File: config.mk
export PLATFORM = sky130hd
export DESIGN_NAME = bhd_bridge_cfg
export DESIGN_NICKNAME = d
export VERILOG_FILES = /design/src/shared/bhd_pkg.sv /design/src/shared/bhd_hint_if.sv /design/src/verilog/bhd_hint_decode.sv /design/src/verilog/bhd_bridge_cfg.sv
export SDC_FILE = /design/constraint.sdc
export NUM_CORES = 1
export LEC_CHECK = 0
export BUFFER_PORTS_ARGS = -buffer_cell sky130_fd_sc_hd__buf_4
export CAP_MARGIN = 20
export CORE_MARGIN = 8
export CORE_UTILIZATION = 25
export CTS_BUF_LIST = sky130_fd_sc_hd__clkbuf_8
export DETAILED_ROUTE_END_ITERATION = 10
export GPL_ROUTABILITY_DRIVEN = 0
export GPL_TIMING_DRIVEN = 0
export SYNTH_ARGS = -nofsm -noshare
export SYNTH_HDL_FRONTEND = slang
export SYNTH_HIERARCHICAL = 1
export SYNTH_SLANG_ARGS = --single-unit
File: constraint.sdc
create_clock -name core_clk_in -period 4.6 [get_ports core_clk_in]
set_clock_uncertainty 0.05 [all_clocks]
set_input_delay 0 -clock core_clk_in [delete_from_list [all_inputs] [get_ports core_clk_in]]
set_output_delay 0 -clock core_clk_in [all_outputs]
set_load 0.01 [all_outputs]
File: src/shared/bhd_pkg.sv
package bhd_pkg;
    // address decode widths
    localparam int BHD_BUS_ID_W = 10;
    localparam int BHD_SLOT_W = 4;
    localparam int BHD_SUBM_W = 2;
    localparam int BHD_NUM_SLOTS = 6;
    localparam int BHD_MASTER_W = 3;
    // register space sits in the top one of the 16 address pages
    localparam logic [3:0] BHD_SPACE_TOP = 4'hF;
    localparam int BHD_SPACE_TOP_LSB = 28;
    localparam int BHD_ID_LSB = 18;
    localparam int BHD_SLOT_LSB = 14;
    localparam int BHD_SUBM_LSB = 12;
    localparam int BHD_OFF_W = 12;
    // register offsets inside the 4K register space
    localparam logic [11:0] BHD_OFF_FEAT = 12'h820;
    localparam logic [11:0] BHD_OFF_RDHINT = 12'h824;
    localparam logic [11:0] BHD_OFF_WRHINT = 12'h828;
    localparam logic [11:0] BHD_OFF_EXTARB = 12'h82C;
    localparam logic [11:0] BHD_OFF_STATUS = 12'h840;
    // reset values
    localparam logic [31:0] BHD_RST_FEAT = 32'h0000_0000;
    localparam logic [31:0] BHD_RST_RDHINT = 32'h0000_0000;
    localparam logic [31:0] BHD_RST_WRHINT = 32'h0000_0000;
    localparam logic [5:0] BHD_RST_EXTARB = 6'h00;
    // field layout: read fields 4 wide, write fields 2 wide, 4-bit stride
    localparam int BHD_RD_FIELD_W = 4;
    localparam int BHD_WR_FIELD_W = 2;
    localparam int BHD_FIELD_STRIDE = 4;
    localparam logic [31:0] BHD_RDHINT_MASK = 32'h00FF_FFFF;
    localparam logic [31:0] BHD_WRHINT_MASK = 32'h0033_3333;
    // feature enable bit positions
    localparam int BHD_FEAT_RDLINE_BIT = 0;
    localparam int BHD_FEAT_RDMULT_BIT = 1;
    localparam int BHD_FEAT_MWI_BIT = 2;
    localparam int BHD_FEAT_EXTLEN_BIT = 3;
    // status register layout
    localparam int BHD_ST_EN_BIT = 0;
    localparam int BHD_ST_SLOT_LSB = 4;
    localparam int BHD_ST_SUBM_LSB = 8;
    localparam int BHD_ST_LAST_LSB = 12;
    localparam int BHD_ST_ID_LSB = 16;
    // read hint codes
    localparam logic [3:0] BHD_RH_1W = 4'h0;
    localparam logic [3:0] BHD_RH_2W = 4'h1;
    localparam logic [3:0] BHD_RH_4W = 4'h2;
    localparam logic [3:0] BHD_RH_8W = 4'h3;
    localparam logic [3:0] BHD_RH_16W = 4'h4;
    localparam logic [3:0] BHD_RH_24W = 4'h5;
    localparam logic [3:0] BHD_RH_HALF = 4'hB;
    localparam logic [3:0] BHD_RH_FULL = 4'hF;
    // write split codes
    localparam logic [1:0] BHD_WH_1W = 2'h0;
    localparam logic [1:0] BHD_WH_2W = 2'h1;
    localparam logic [1:0] BHD_WH_4W = 2'h2;
    localparam logic [1:0] BHD_WH_8W = 2'h3;
    // word counts on the system bus
    localparam logic [4:0] BHD_W1 = 5'h01;
    localparam logic [4:0] BHD_W2 = 5'h02;
    localparam logic [4:0] BHD_W4 = 5'h04;
    localparam logic [4:0] BHD_W8 = 5'h08;
    localparam logic [4:0] BHD_W16 = 5'h10;
    localparam logic [4:0] BHD_W24 = 5'h18;
    // pci commands
    localparam logic [3:0] BHD_CMD_MEM_RD = 4'h6;
    localparam logic [3:0] BHD_CMD_MEM_WR = 4'h7;
    localparam logic [3:0] BHD_CMD_RD_MULT = 4'hC;
    localparam logic [3:0] BHD_CMD_RD_LINE = 4'hE;
    localparam logic [3:0] BHD_CMD_MWI = 4'hF;

    typedef enum logic [1:0] {
        BHD_PF_FIXED = 2'b00,
        BHD_PF_HALF = 2'b01,
        BHD_PF_FULL = 2'b11
    } bhd_pf_mode_t;

    typedef enum logic [1:0] {
        BHD_CFG_UNSET = 2'b00,
        BHD_CFG_ARMED = 2'b01
    } bhd_cfg_state_t;
endpackage : bhd_pkg

File: src/shared/bhd_hint_if.sv
`timescale 1ns/1ns
`default_nettype none
interface bhd_hint_if;
    import bhd_pkg::*;
    logic [3:0] rd_code;
    logic [1:0] wr_code;
    logic [3:0] cmd;
    logic feat_rdline;
    logic feat_rdmult;
    logic feat_mwi;
    logic feat_extlen;
    logic is_read;
    logic is_write;
    logic [4:0] rd_words;
    bhd_pf_mode_t rd_mode;
    logic ext_hint;
    logic [4:0] wr_words;

    modport dec (
        input rd_code, wr_code, cmd, feat_rdline, feat_rdmult,
        input feat_mwi, feat_extlen,
        output is_read, is_write, rd_words, rd_mode, ext_hint, wr_words
    );
    modport user (
        output rd_code, wr_code, cmd, feat_rdline, feat_rdmult,
        output feat_mwi, feat_extlen,
        input is_read, is_write, rd_words, rd_mode, ext_hint, wr_words
    );
endinterface : bhd_hint_if
`default_nettype wire

File: src/verilog/bhd_hint_decode.sv
`timescale 1ns/1ns
`default_nettype none
module bhd_hint_decode
    import bhd_pkg::*;
(
    bhd_hint_if.dec hif
);
    logic [3:0] eff_code;

    // command class
    always_comb begin
        hif.is_read = (hif.cmd == BHD_CMD_MEM_RD) ||
            (hif.cmd == BHD_CMD_RD_MULT) || (hif.cmd == BHD_CMD_RD_LINE);
        hif.is_write = (hif.cmd == BHD_CMD_MEM_WR) ||
            (hif.cmd == BHD_CMD_MWI);
    end

    // command overrides beat the programmed field when enabled
    always_comb begin
        eff_code = hif.rd_code;
        if (hif.cmd == BHD_CMD_RD_LINE && hif.feat_rdline) begin
            eff_code = BHD_RH_24W;
        end else if (hif.cmd == BHD_CMD_RD_MULT && hif.feat_rdmult) begin
            eff_code = BHD_RH_FULL;
        end
    end

    // read prefetch table; unlisted codes fall back to one word
    always_comb begin
        hif.rd_words = BHD_W1;
        hif.rd_mode = BHD_PF_FIXED;
        hif.ext_hint = 1'b0;
        case (eff_code)
            BHD_RH_1W: hif.rd_words = BHD_W1;
            BHD_RH_2W: hif.rd_words = BHD_W2;
            BHD_RH_4W: hif.rd_words = BHD_W4;
            BHD_RH_8W: hif.rd_words = BHD_W8;
            BHD_RH_16W: begin
                hif.rd_words = BHD_W16;
                hif.ext_hint = hif.feat_extlen;
            end
            BHD_RH_24W: begin
                hif.rd_words = BHD_W24;
                hif.ext_hint = hif.feat_extlen;
            end
            BHD_RH_HALF: begin
                hif.rd_words = BHD_W24;
                hif.rd_mode = BHD_PF_HALF;
                hif.ext_hint = hif.feat_extlen;
            end
            BHD_RH_FULL: begin
                hif.rd_words = BHD_W24;
                hif.rd_mode = BHD_PF_FULL;
                hif.ext_hint = hif.feat_extlen;
            end
            default: hif.rd_words = BHD_W1;
        endcase
    end

    // write split size; invalidate writes go out as eight words when feat_mwi is set
    always_comb begin
        hif.wr_words = BHD_W1;
        if (hif.cmd == BHD_CMD_MWI && hif.feat_mwi) begin
            hif.wr_words = BHD_W8;
        end else begin
            case (hif.wr_code)
                BHD_WH_1W: hif.wr_words = BHD_W1;
                BHD_WH_2W: hif.wr_words = BHD_W2;
                BHD_WH_4W: hif.wr_words = BHD_W4;
                default: hif.wr_words = BHD_W8;
            endcase
        end
    end
endmodule : bhd_hint_decode
`default_nettype wire

File: src/verilog/bhd_bridge_cfg.sv
`timescale 1ns/1ns
`default_nettype none
module bhd_bridge_cfg
    import bhd_pkg::*;
(
    input wire logic core_clk_in,
    input wire logic srst_in,
    // bus id broadcast
    input wire logic bcast_valid_in,
    input wire logic [9:0] bcast_bus_id_in,
    input wire logic [3:0] slot_addr_in,
    input wire logic [1:0] subm_id_in,
    // register access from the system bus
    input wire logic [31:0] sys_addr_in,
    input wire logic sys_wr_in,
    input wire logic sys_rd_in,
    input wire logic [31:0] sys_wdata_in,
    output logic sys_ack_out,
    output logic [31:0] sys_rdata_out,
    // upstream transaction start
    input wire logic txn_start_in,
    input wire logic [2:0] txn_master_in,
    input wire logic [3:0] txn_cmd_in,
    output logic txn_valid_out,
    output logic txn_is_read_out,
    output logic txn_is_write_out,
    output logic [2:0] txn_slot_out,
    output logic [4:0] rd_words_out,
    output logic [1:0] rd_mode_out,
    output logic extended_length_hint_out,
    output logic [4:0] wr_words_out,
    // arbiter routing
    output logic [5:0] ext_arb_sel_out,
    output logic regs_armed_out
);
    bhd_cfg_state_t cfg_state_reg;
    logic [9:0] bus_id_reg;
    logic [3:0] slot_reg;
    logic [1:0] subm_reg;
    logic [31:0] feature_enable_reg;
    logic [31:0] read_prefetch_hints_reg;
    logic [31:0] write_split_hints_reg;
    logic [5:0] ext_arb_reg;
    logic [2:0] last_slot_reg;
    logic space_hit;
    logic [11:0] reg_off;
    logic [31:0] rdata_next;
    logic [3:0] read_hint_slot_a;
    logic [3:0] read_hint_slot_b;
    logic [3:0] read_hint_slot_c;
    logic [3:0] read_hint_slot_d;
    logic [3:0] read_hint_slot_e;
    logic [3:0] read_hint_slot_f;
    logic [3:0] rd_field [BHD_NUM_SLOTS];
    logic [1:0] wr_field [BHD_NUM_SLOTS];
    logic slot_ok;
    logic [3:0] sel_rd_code;
    logic [1:0] sel_wr_code;
    logic direct_io_access;

    bhd_hint_if hif ();

    // bus id broadcast arms the register decoder
    always_ff @(posedge core_clk_in) begin
        if (srst_in) begin
            cfg_state_reg <= BHD_CFG_UNSET;
        end else begin
            case (cfg_state_reg)
                BHD_CFG_UNSET: begin
                    if (bcast_valid_in) begin
                        cfg_state_reg <= BHD_CFG_ARMED;
                    end
                end
                BHD_CFG_ARMED: cfg_state_reg <= BHD_CFG_ARMED;
                default: cfg_state_reg <= BHD_CFG_UNSET;
            endcase
        end
    end

    // a later broadcast simply reprograms the id
    always_ff @(posedge core_clk_in) begin
        if (srst_in) begin
            bus_id_reg <= 10'h000;
            slot_reg <= 4'h0;
            subm_reg <= 2'h0;
        end else if (bcast_valid_in) begin
            bus_id_reg <= bcast_bus_id_in;
            slot_reg <= slot_addr_in;
            subm_reg <= subm_id_in;
        end
    end

    // full address decode of the 4K register space
    always_comb begin
        space_hit =
            (sys_addr_in[31:BHD_SPACE_TOP_LSB] == BHD_SPACE_TOP) &&
            (sys_addr_in[BHD_SPACE_TOP_LSB-1:BHD_ID_LSB] == bus_id_reg) &&
            (sys_addr_in[BHD_ID_LSB-1:BHD_SLOT_LSB] == slot_reg) &&
            (sys_addr_in[BHD_SLOT_LSB-1:BHD_SUBM_LSB] == subm_reg);
        reg_off = sys_addr_in[BHD_OFF_W-1:0];
    end

    // nothing answers until the id is known; bus id is read-only, shown in status
    assign direct_io_access = (cfg_state_reg == BHD_CFG_ARMED) &&
        space_hit && (sys_wr_in || sys_rd_in);

    // feature enable word, every bit read/write
    always_ff @(posedge core_clk_in) begin
        if (srst_in) begin
            feature_enable_reg <= BHD_RST_FEAT;
        end else if (direct_io_access && sys_wr_in &&
                reg_off == BHD_OFF_FEAT) begin
            feature_enable_reg <= sys_wdata_in;
        end
    end

    // read hint fields; spare bits never store
    always_ff @(posedge core_clk_in) begin
        if (srst_in) begin
            read_prefetch_hints_reg <= BHD_RST_RDHINT;
        end else if (direct_io_access && sys_wr_in &&
                reg_off == BHD_OFF_RDHINT) begin
            read_prefetch_hints_reg <= sys_wdata_in & BHD_RDHINT_MASK;
        end
    end

    // write split fields; spare pairs read as zero
    always_ff @(posedge core_clk_in) begin
        if (srst_in) begin
            write_split_hints_reg <= BHD_RST_WRHINT;
        end else if (direct_io_access && sys_wr_in &&
                reg_off == BHD_OFF_WRHINT) begin
            write_split_hints_reg <= sys_wdata_in & BHD_WRHINT_MASK;
        end
    end

    // per-slot external arbiter routing
    always_ff @(posedge core_clk_in) begin
        if (srst_in) begin
            ext_arb_reg <= BHD_RST_EXTARB;
        end else if (direct_io_access && sys_wr_in &&
                reg_off == BHD_OFF_EXTARB) begin
            ext_arb_reg <= sys_wdata_in[BHD_NUM_SLOTS-1:0];
        end
    end

    // read-back mux; unmapped offsets read zero but still answer
    always_comb begin
        rdata_next = 32'h0000_0000;
        if (reg_off == BHD_OFF_FEAT) begin
            rdata_next = feature_enable_reg;
        end else if (reg_off == BHD_OFF_RDHINT) begin
            rdata_next = read_prefetch_hints_reg;
        end else if (reg_off == BHD_OFF_WRHINT) begin
            rdata_next = write_split_hints_reg;
        end else if (reg_off == BHD_OFF_EXTARB) begin
            rdata_next = {26'h000_0000, ext_arb_reg};
        end else if (reg_off == BHD_OFF_STATUS) begin
            rdata_next[BHD_ST_EN_BIT] = (cfg_state_reg == BHD_CFG_ARMED);
            rdata_next[BHD_ST_SLOT_LSB +: BHD_SLOT_W] = slot_reg;
            rdata_next[BHD_ST_SUBM_LSB +: BHD_SUBM_W] = subm_reg;
            rdata_next[BHD_ST_LAST_LSB +: BHD_MASTER_W] = last_slot_reg;
            rdata_next[BHD_ST_ID_LSB +: BHD_BUS_ID_W] = bus_id_reg;
        end
    end

    // one-cycle answer; rdata holds until the next read
    always_ff @(posedge core_clk_in) begin
        if (srst_in) begin
            sys_ack_out <= 1'b0;
            sys_rdata_out <= 32'h0000_0000;
        end else begin
            sys_ack_out <= direct_io_access;
            if (direct_io_access && sys_rd_in) begin
                sys_rdata_out <= rdata_next;
            end
        end
    end

    // named per-slot read fields
    assign read_hint_slot_a = rd_field[0];
    assign read_hint_slot_b = rd_field[1];
    assign read_hint_slot_c = rd_field[2];
    assign read_hint_slot_d = rd_field[3];
    assign read_hint_slot_e = rd_field[4];
    assign read_hint_slot_f = rd_field[5];

    // slice fields per slot, one generate for all six
    generate
        for (genvar s = 0; s < BHD_NUM_SLOTS; s++) begin : g_slot
            assign rd_field[s] =
                read_prefetch_hints_reg[s*BHD_FIELD_STRIDE +: BHD_RD_FIELD_W];
            assign wr_field[s] =
                write_split_hints_reg[s*BHD_FIELD_STRIDE +: BHD_WR_FIELD_W];
        end
    endgenerate

    // slot of the granted master picks its own fields
    always_comb begin
        slot_ok = (txn_master_in < 3'(BHD_NUM_SLOTS));
        sel_rd_code = BHD_RH_1W;
        sel_wr_code = BHD_WH_1W;
        case (txn_master_in)
            3'h0: sel_rd_code = read_hint_slot_a;
            3'h1: sel_rd_code = read_hint_slot_b;
            3'h2: sel_rd_code = read_hint_slot_c;
            3'h3: sel_rd_code = read_hint_slot_d;
            3'h4: sel_rd_code = read_hint_slot_e;
            3'h5: sel_rd_code = read_hint_slot_f;
            default: sel_rd_code = BHD_RH_1W;
        endcase
        if (slot_ok) begin
            sel_wr_code = wr_field[txn_master_in];
        end
    end

    // decoder fed from the selected slot and the feature bits
    assign hif.rd_code = sel_rd_code;
    assign hif.wr_code = sel_wr_code;
    assign hif.cmd = txn_cmd_in;
    assign hif.feat_rdline = feature_enable_reg[BHD_FEAT_RDLINE_BIT];
    assign hif.feat_rdmult = feature_enable_reg[BHD_FEAT_RDMULT_BIT];
    assign hif.feat_mwi = feature_enable_reg[BHD_FEAT_MWI_BIT];
    assign hif.feat_extlen = feature_enable_reg[BHD_FEAT_EXTLEN_BIT];

    bhd_hint_decode u_decode (
        .hif(hif.dec)
    );

    // transaction answer is latched once, at the start pulse
    always_ff @(posedge core_clk_in) begin
        if (srst_in) begin
            txn_valid_out <= 1'b0;
            txn_is_read_out <= 1'b0;
            txn_is_write_out <= 1'b0;
            txn_slot_out <= 3'h0;
            rd_words_out <= BHD_W1;
            rd_mode_out <= BHD_PF_FIXED;
            extended_length_hint_out <= 1'b0;
            wr_words_out <= BHD_W1;
        end else begin
            txn_valid_out <= txn_start_in && slot_ok;
            if (txn_start_in && slot_ok) begin
                txn_is_read_out <= hif.is_read;
                txn_is_write_out <= hif.is_write;
                txn_slot_out <= txn_master_in;
                rd_words_out <= hif.rd_words;
                rd_mode_out <= hif.rd_mode;
                extended_length_hint_out <= hif.ext_hint;
                wr_words_out <= hif.wr_words;
            end
        end
    end

    // last slot served, visible in status
    always_ff @(posedge core_clk_in) begin
        if (srst_in) begin
            last_slot_reg <= 3'h0;
        end else if (txn_start_in && slot_ok) begin
            last_slot_reg <= txn_master_in;
        end
    end

    // routing and armed flag, registered straight out
    always_ff @(posedge core_clk_in) begin
        if (srst_in) begin
            ext_arb_sel_out <= BHD_RST_EXTARB;
            regs_armed_out <= 1'b0;
        end else begin
            ext_arb_sel_out <= ext_arb_reg;
            regs_armed_out <= (cfg_state_reg == BHD_CFG_ARMED);
        end
    end
endmodule : bhd_bridge_cfg
`default_nettype wire

Word level (Yosys, flattened, before mapping):

Cells that the tools add are included.

* register bits after elaboration: 151
* bits of input ports: 93
* output and inout bits: 59
* word-level logic and storage cells: 103

* order comparisons: 2
* equal/unequal tests: 30
* muxes and demuxes: 26
* bitwise gates (word level): 1
* reductions and logical operators: 24

Operators by type and width (number)
* $eq 12x12->1 const B: 5
* $mux 26: 2
* $mux 32: 1
* $pmux 5 s5: 1
* $eq 4x4->1 const B: 6
* $pmux 4 s6: 1
* $mux 10: 2
* $eq 4x3->1 const B: 4
* $logic_and 1x1->1: 15
* $mux 6: 2
* $pmux 4 s3: 1
* $eq 10x10->1: 1
* $mux 3: 3
* $eq 4x2->1 const B: 2
* $mux 2: 4
* $mux 4: 2
* $pmux 2 s2: 2
* $bmux 2 s3: 1
* $eq 3x2->1 const B: 2
* $eq 3x3->1 const B: 2
* $mux 5: 1
* $eq 2x1->1 const B: 2
* $eq 4x1->1 const B: 1
* $eq 4x4->1: 1
* other kinds (13): 19

Logic depth before layout (Yosys ltp):

Gate-level depths: netlist of the first run.

* depth after elaboration: 8
* mapped depth: 10
* mapped depth without buffers: 8

Hierarchy:

The synthesis of the first run kept the hierarchy.

Modules (own cells, without submodules)
* bhd_bridge_cfg: times used 1, cells each 780, area an instance 7065.5 µm², sequential area each 3002.9 µm²
* bhd_hint_decode: times used 1, cells each 36, area an instance 241.5 µm², sequential area each 0.0 µm²

Worst setup path after synthesis of the first run:

OpenSTA, ideal clock, no wires.

* kind: input port to flip-flop
* start point: in txn_master_in[0]
* end point: reg rd_mode_out[1]
* library setup time: 70 ps
* data arrival time: 2410 ps
* data required time: 4480 ps
* slack: 2070 ps
* stages on the path: 10
* buffers on the path: 3
* cell sequence: clkbuf_1 > clkbuf_1 > mux2i_1 > a221oi_1 > and3_1 > clkbuf_1 > nand3_1 > a21oi_1 > nand2_1 > a21oi_1

* longest elaborated chain between the ends: 6
* elaborated cells between the ends (all ways): 14
* those cells by class: order compare: 1; eq/ne: 7; mux: 4; reduce/logical: 2

RTL lines
* from (decl): line bhd_bridge_cfg.sv:22 `input wire logic [2:0] txn_master_in,`
* $eq 3x3->1 (tied with other cells): line bhd_bridge_cfg.sv:203 `case (txn_master_in)`
* $pmux 4 s6 (*): line bhd_bridge_cfg.sv:203
* named net hif.rd_code[1]: line bhd_hint_if.sv:5 `logic [3:0] rd_code;`
* $mux 4 (*): line bhd_hint_decode.sv:23 `end else if (hif.cmd == BHD_CMD_RD_MULT && hif.feat_rdmult) begin`
* $mux 4 (*): line bhd_hint_decode.sv:21 `if (hif.cmd == BHD_CMD_RD_LINE && hif.feat_rdline) begin`
* $eq 4x4->1: line bhd_hint_decode.sv:33 `case (eff_code)`
* $pmux 2 s2 (*): line bhd_hint_decode.sv:33
* named net hif.rd_mode[1]: line bhd_hint_if.sv:15 `bhd_pf_mode_t rd_mode;`
* to (signal assigned): line bhd_bridge_cfg.sv:248 `rd_mode_out <= hif.rd_mode;`
* to (decl): line bhd_bridge_cfg.sv:29 `output logic [1:0] rd_mode_out,`

The timed path passes the listed nets; every way through them passes the cells marked *.
A chain may end at the register's enable or synchronous reset.

Worst setup path after layout of the first run:

Same ends and word-level chain as after synthesis.

==> qor.yml, run 1 <==
run_status:
  outcome: "complete, no violations"
route:
  drc: 0
  vias: 7109
  wl_um: 27360
  ant_nets: 0
  drt-pass1-iter-count: 5
  drt-initial-drc-count: 466
  wl_per_cell_um: 19.02
  routed_via_density: 4.944
synth:
  synth_top_cell_by_area: "dfxtp_1"
  synth_area_um2: 7307
  seq_area_frac_synth_pct: 41.10
  syn_nets: 909
  async_flop_share_pct: 0
  synth_seq_cells: 150
  synth_ff_type: "dfxtp_1"
  synth_top_area_share_pct: 41.10
  yosys-top-cells-area: "dfxtp_1 (41%), mux2i_1 (10%), a21oi_1 (6.1%)"
  yosys_warnings: 6
  synthCells: 816
  post_synth_num_cell_types: 56
  synth_edf_count: 0
  syn_area_per_cell_um2: 8.955
global_route:
  grt_pass1_vias: 7147
  grt_max_degree: 17
  track_usage_pct: 15.37
  grt_pass1_wl_um: 41990
  grt-ovfl-total: 0
  grt_antenna_before_repair: 1
timing:
  fin_crit_sh_pct: 76.66
  worst_hold_slack_ps: 27.31
  fin_setup_tns_ps: 0
  worst_slew_pin_slew_ps: 1062
  slew_headroom_pct: 29.18
  setup_viol: 0
  drv_slew: 0
  rsz0062_at_grt: "false"
  fmax_mhz: 283.6
  finalCriticalPeriod_ps: 3527
  finalHoldViolations: 0
setup_path:
  path_max_fanout: 10
  reg2reg_from: "read_prefetch_hints_reg[17]"
  cp.required_ps: 4960
  startpoint: "txn_master_in[0]"
  cp.arrival_ps: 3890
  critPathLaunchType: "primary input"
  worst_setup_path_end_kind: "register"
  r2r.worst_path.cells: 10
  path_class: "in2reg"
die:
  fp.coreArea_um2: 28780
  die_x_um: 187.0
  die_h_um: 187.0
  fp.dieArea_um2: 34950
  rows: 62
  start_util_pct: 25.39
  num_io_pins: 152
power_and_ir_drop:
  p_int_w: 0.001913
  seqPwrFrac_pct: 50.9
  swShare_pct: 26.65
  p_switching_w: 0.0006951
  vdd_drop_max_mv: 0.1770
  powerDensity_nw_per_um2: 264.4
  p_leak_nw: 3.812
  combPwrFrac_pct: 10.7
  p_clk_share_pct: 38.4
cells_and_area:
  final_net_count: 1134
  final_core_util_pct: 34.28
  drive_above_1_share_pct: 21.56
  stdcell_area_um2: 9866
  area_growth_pct: 35.02
clocking:
  cts.sinks: 150
  cts.clk_slew.worst_paths_ps: 90
  worst_skew_pair.late_latency_ps: 460
  cts_buffers: 17
  cts_root_buf: "clkbuf_8"
  cts_buffer_depth: 2
  cts_tree: "done"
  htreeDepth: 4
min_path:
  min_path_cells: 5
  hold_class: "in2reg"
  hp-start: "sys_addr_in[3]"
place:
  portBuffers: 147
  dpl_cell_area_um2: 8891
  hpwl_um: 21730
run:
  drv_cap: 0
-- final timing paths --
| path | to | slack, ps |
|---|---|---|
| hold reg to reg | wr_words_out[2] | 410 |
| setup reg to reg | rd_mode_out[1] | 1390 |
| setup / recovery | rd_mode_out[1] | 1070 |
| hold / removal | sys_rdata_out[5] | 30 |
-- area by class of cell --
cell class	instances	area, um^2
Timing Repair Buffer	206	1694
Fill cell	2996	18910
Buffer	70	320.3
Antenna cell	1	2.502
Clock buffer	19	261.5
Inverter	10	37.54
Sequential cell	150	3003
Clock inverter	12	120.1
Multi-Input combinational cell	586	3946
Tap cell	384	480.5
-- synthesized netlist by cell type, types with 2 or more instances --
cell type / count
or4_1: 4
nor4_1: 2
nor3b_1: 2
mux4_2: 4
nand2b_1: 59
nor2b_1: 10
nand2_1: 47
nand3_1: 54
nand4_1: 13
buf_2: 8
xor2_1: 9
and3_1: 7
inv_1: 10
nor3_1: 16
nor4_4: 5
a21o_1: 2
dfxtp_1: 150
a21boi_0: 2
a221oi_1: 3
buf_1: 2
o2bb2ai_1: 12
a21oi_1: 89
a2111oi_0: 8
o211ai_1: 3
and2_1: 3
and4_1: 6
nor4b_4: 2
o22ai_1: 3
buf_4: 2
clkbuf_1: 53
o21ba_2: 2
xnor2_1: 8
nor2_1: 31
or3_1: 3
o21a_1: 4
nand3b_1: 2
mux2i_1: 76
o21ai_0: 47
buf_6: 3
a22oi_1: 15
o2111ai_1: 3
a21bo_2: 18
-- cells in the final DEF (no fill, tap or decap), drive strengths merged, types with 3 or more instances in the layout --
master and count:
buf 163, or3 3, inv 15, a21bo 18
nor3 17, nand4 13, dlygate4sd3 59, a221oi 3
or4 4, o21a 4, nor2 31, clkbuf 73
xnor2 8, o22ai 3, a22oi 15, mux2i 76
nor4 7, and2 3, o2bb2ai 12, a2111oi 8
o211ai 3, and4 6, nand2 47, mux4 4
nor2b 10, xor2 9, o21ai 48, and3 7
o2111ai 3, nand2b 59, dfxtp 150, nand3 56
clkinvlp 3, a21oi 89, clkinv 3
-- power groups by stage --
stage	clock network [W]	registers, W	logic [W]
2_1_floorplan	0	0.00135	0.000114
3_3_place_gp	0	0.00136	0.000236
3_5_place_dp	0	0.00136	0.000239
4_1_cts	0.00103	0.00133	0.000280
5_1_grt	0.00108	0.00133	0.000302
6_report	0.00100	0.00133	0.000280
-- layer usage --
layer / GRT usage, % / vias up / routed length (um)
li1: - / 3392 / -
met1: 19.49 / 3405 / 12300
met2: 25.20 / 269 / 12750
met3: 3.952 / 41 / 1719
met4: 4.795 / 2 / 577
met5: 0 / - / 13
-- critical path, cell delays in order --
cell,delay [ps]
clkbuf_1,430
clkbuf_1,700
mux2i_1,210
a221oi_1,940
and3_1,280
clkbuf_1,240
nand3_1,120
a21oi_1,200
nand2_1,70
a21oi_1,130
dlygate4sd3_1,560
-- stage by stage --
stage	power, W	worst slack, ps	instances
CTS	0.002636	1189	1437
global placement	0.001594	1280	1347
detailed placement	0.001596	1239	1347
finish	0.002608	1073	1438
global route	0.002709	752.4	1437
floorplan	0.001467	2070	816
-- logic make-up after synthesis --
group	count (synthesis)	share of synthesized area (%)
other cells	1	0.05132
buf+inv	80	4.897
mux	81	11.80
xor+xnor	17	2.038
compound gates	216	18.60
flops	150	41.10
simple gates	271	21.52
-- repair_timing --
action | in CTS | in global routing
endpoints found under the hold margin | 103 | 0
buffers inserted | 0 | 0
resized for setup | 0 | 0
hold buffers | 59 | 0
Power figures use the tool's default switching activity.
==> run 2: changes to the inputs <==
- ABC_AREA: unset -> 1
- clock period: 4.6 -> 2.99 ns (I/O delays scaled with it)
==> run 2 against run 1 <==
Net effect: register-to-register slack worse by 450 ps; sequential cell count stayed put; hold slack worse by 3.1 ps; largest cell class unchanged; largest power group unchanged; die area is 5.5% higher; global-route usage is 0.13 points higher; highest routed layer is now met4; design area is 4.5% higher.
==> qor.yml, run 2 <==
timing:
  worst_hold_slack_ps: 24.20  # -3.101 ps
  drv_slew: 0  # unchanged
  fmax_mhz: 452.5
  setup_viol: 0  # unchanged
  worst_slew_pin_slew_ps: 709.6  # -352.8 ps
  fin_crit_sh_pct: 73.92
  layout_setup_ws_ps: 779.9  # -293.5 ps
  rsz0062_at_grt: "false"
  finalCriticalPeriod_ps: 2210
  slew_headroom_pct: 52.70  # +24 points
  finalHoldViolations: 0  # unchanged
  fin_setup_tns_ps: 0  # unchanged
synth:
  syn_area_per_cell_um2: 6.386  # -29%
  synth_top_family_by_area: "simple AND/OR/NAND/NOR gates"
  synth_seq_cells: 150  # unchanged
  synth_edf_count: 0  # unchanged
  synthCells: 1213  # +49%
  post_synth_num_cell_types: 37  # -34%
  muxShareOfSynthArea_pct: 0  # -12 points
  syn_nets: 1306  # +44%
  synth_top_cell_by_area: "dfxtp_1"
  yosys.area_share.simple_pct: 40.09  # +19 points
  synth_xor_area_share_pct: 0  # -2.0 points
  synth_adder_area_share_pct: 0  # unchanged
  seq_area_frac_synth_pct: 38.77  # -2.3 points
  yosys-top-cells-count: "nor2_1 (281), nand2_1 (274), inv_1 (155), dfxtp_1 (150), nand3_1 (101)"
  synth_ff_type: "dfxtp_1"
  async_flop_share_pct: 0  # unchanged
  synth_top_area_share_pct: 38.77  # -2.3 points
  post-synth-top-count-cell: "nor2_1"
  yosys-top-cells-area: "dfxtp_1 (39%), nor2_1 (14%), nand2_1 (13%)"
  synth_area_um2: 7746  # +6.0%
  yosys_warnings: 6  # unchanged
  synth_compound_area_share_pct: 8.367  # -10 points
global_route:
  grt_pass1_wl_um: 44070  # +4.9%
  grt-ovfl-total: 0  # unchanged
  track_usage_pct: 15.50  # +0.13 points
  grt_antenna_before_repair: 0  # -1
  grt_pass1_vias: 7932  # +11%
  grt_max_degree: 17  # unchanged
clocking:
  cts_buffer_depth: 2  # unchanged
  hold_buffers: 60  # +1.7%
  htreeDepth: 4  # unchanged
  cts.clk_slew.worst_paths_ps: 90  # about the same
  post_cts_buffers: 0  # unchanged
  cts_buffers: 17  # unchanged
  worst_skew_pair.late_latency_ps: 470  # about the same
  cts_root_buf: "clkbuf_8"
  cts_resized: 0  # unchanged
  cts.sinks: 150  # unchanged
  cts_tree: "done"
route:
  wl_um: 29250  # +6.9%
  drt-pass1-iter-count: 6  # +1
  drt-initial-drc-count: 604  # +30%
  vias: 8381  # +18%
  wl_per_cell_um: 15.82  # -17%
  ant_nets: 0  # unchanged
  drc: 0  # unchanged
  routed_via_density: 4.533  # -8.3%
die:
  die_h_um: 192.0  # +2.7%
  num_io_pins: 152  # unchanged
  rows: 64  # +3.2%
  fp.coreArea_um2: 30590  # +6.3%
  start_util_pct: 25.32  # -0.066 points
  die_x_um: 192.0  # +2.7%
  fp.dieArea_um2: 36870  # +5.5%
cells_and_area:
  layout_common_cells: "nor2_1 (281), nand2_1 (274), inv_1 (156)"
  final_core_util_pct: 33.71  # -0.57 points
  drive_above_1_share_pct: 17.55  # -4.0 points
  final_common_cell: "nor2_1"
  area_growth_pct: 33.11
  n_antenna_cell: 0  # -1
  final_net_count: 1533  # +35%
place:
  portBuffers: 148  # +0.68%
  hpwl_um: 23290  # +7.2%
  post-place-ws_ps: 981.7  # -257.4 ps
setup_path:
  path_max_fanout: 10  # unchanged
  cp.required_ps: 3270  # -1690 ps
  slowest_stage: "dlygate4sd3_1"
  cp.arrival_ps: 2490  # -1400 ps
  reg2reg_from: "bus_id_reg[5]"
  worst_setup_path_end_kind: "register"
  path_class: "in2reg"
  max_stage_delay_ps: 590  # -350 ps
  reg2reg_slack_ps: 940  # -450 ps
  startpoint: "srst_in"
  worstPathCellList: "dlygate4sd3_1, clkbuf_1, clkinv_1, clkbuf_1, o21ai_0, dlygate4sd3_1, a21oi_1"
  cp_num_buf_inv: 5  # +1
  critPathLaunchType: "primary input"
  crit_family: "buffers and inverters"
power_and_ir_drop:
  p_leak_nw: 4.792  # +26%
  powerDensity_nw_per_um2: 391.7  # +48%
  vdd_drop_max_mv: 0.1899  # +7.3%
  finalPower_w: 0.004039  # +55%
run_status:
  outcome: "complete, no violations"
run:
  drv_cap: 0  # unchanged
min_path:
  hp-start: "sys_wr_in"
  hold_class: "in2reg"
==> run 2: metrics by stage <==
| stage | std cells | cell area, um^2 |
|---|---|---|
| detailed placement | 1757 | 9353 |
| finish | 1849 | 10310 |
| CTS | 1849 | 10310 |
| global placement | 1757 | 9353 |
| global route | 1849 | 10310 |
| floorplan | 1213 | 7746 |
==> run 2: worst min-delay path: stages <==
cell	delay [ps]
buf_4	140
nand4_4	160
nor2_2	70
nor2_1	90
nor2_1	50
==> run 2: kinds of logic (layout without fill, tap and decap cells) <==
family,after synthesis,count (layout)
other cells,1,1
compound gates,113,113
simple gates,723,723
flops,150,150
buf+inv,226,466
==> run 2: area by class of cell <==
type | count | area [um^2]
fillers | 3346 | 20280
multi-input cells | 837 | 3757
flip-flops and latches | 150 | 3003
repair buffers | 208 | 1712
inverters | 168 | 630.6
well taps | 396 | 495.5
plain buffers | 58 | 355.3
clock buffers | 19 | 261.5
clock inverters | 13 | 96.34
==> run 2: routing by layer <==
layer	share of wire, %	up-vias	global-route usage, %
met4	2.5	0	5.435
met3	7.5	40	3.050
met2	46	320	25.50
met5	0	-	0
li1	-	4231	-
met1	44	3790	19.93
==> run 2: path summary, 6_finish.rpt <==
check	endpoint	cells after the start
max	slot_reg[3]	7
min	write_split_hints_reg[21]	5
max reg2reg	ext_arb_reg[5]	13
min reg2reg	ext_arb_sel_out[5]	2
==> run 2: report_power, final <==
| part | internal, W | total (W) | switching (W) |
|---|---|---|---|
| clock network | 0.000629 | 0.00150 | 0.000869 |
| logic | 0.000219 | 0.000485 | 0.000265 |
| registers | 0.00203 | 0.00206 | 0.0000273 |
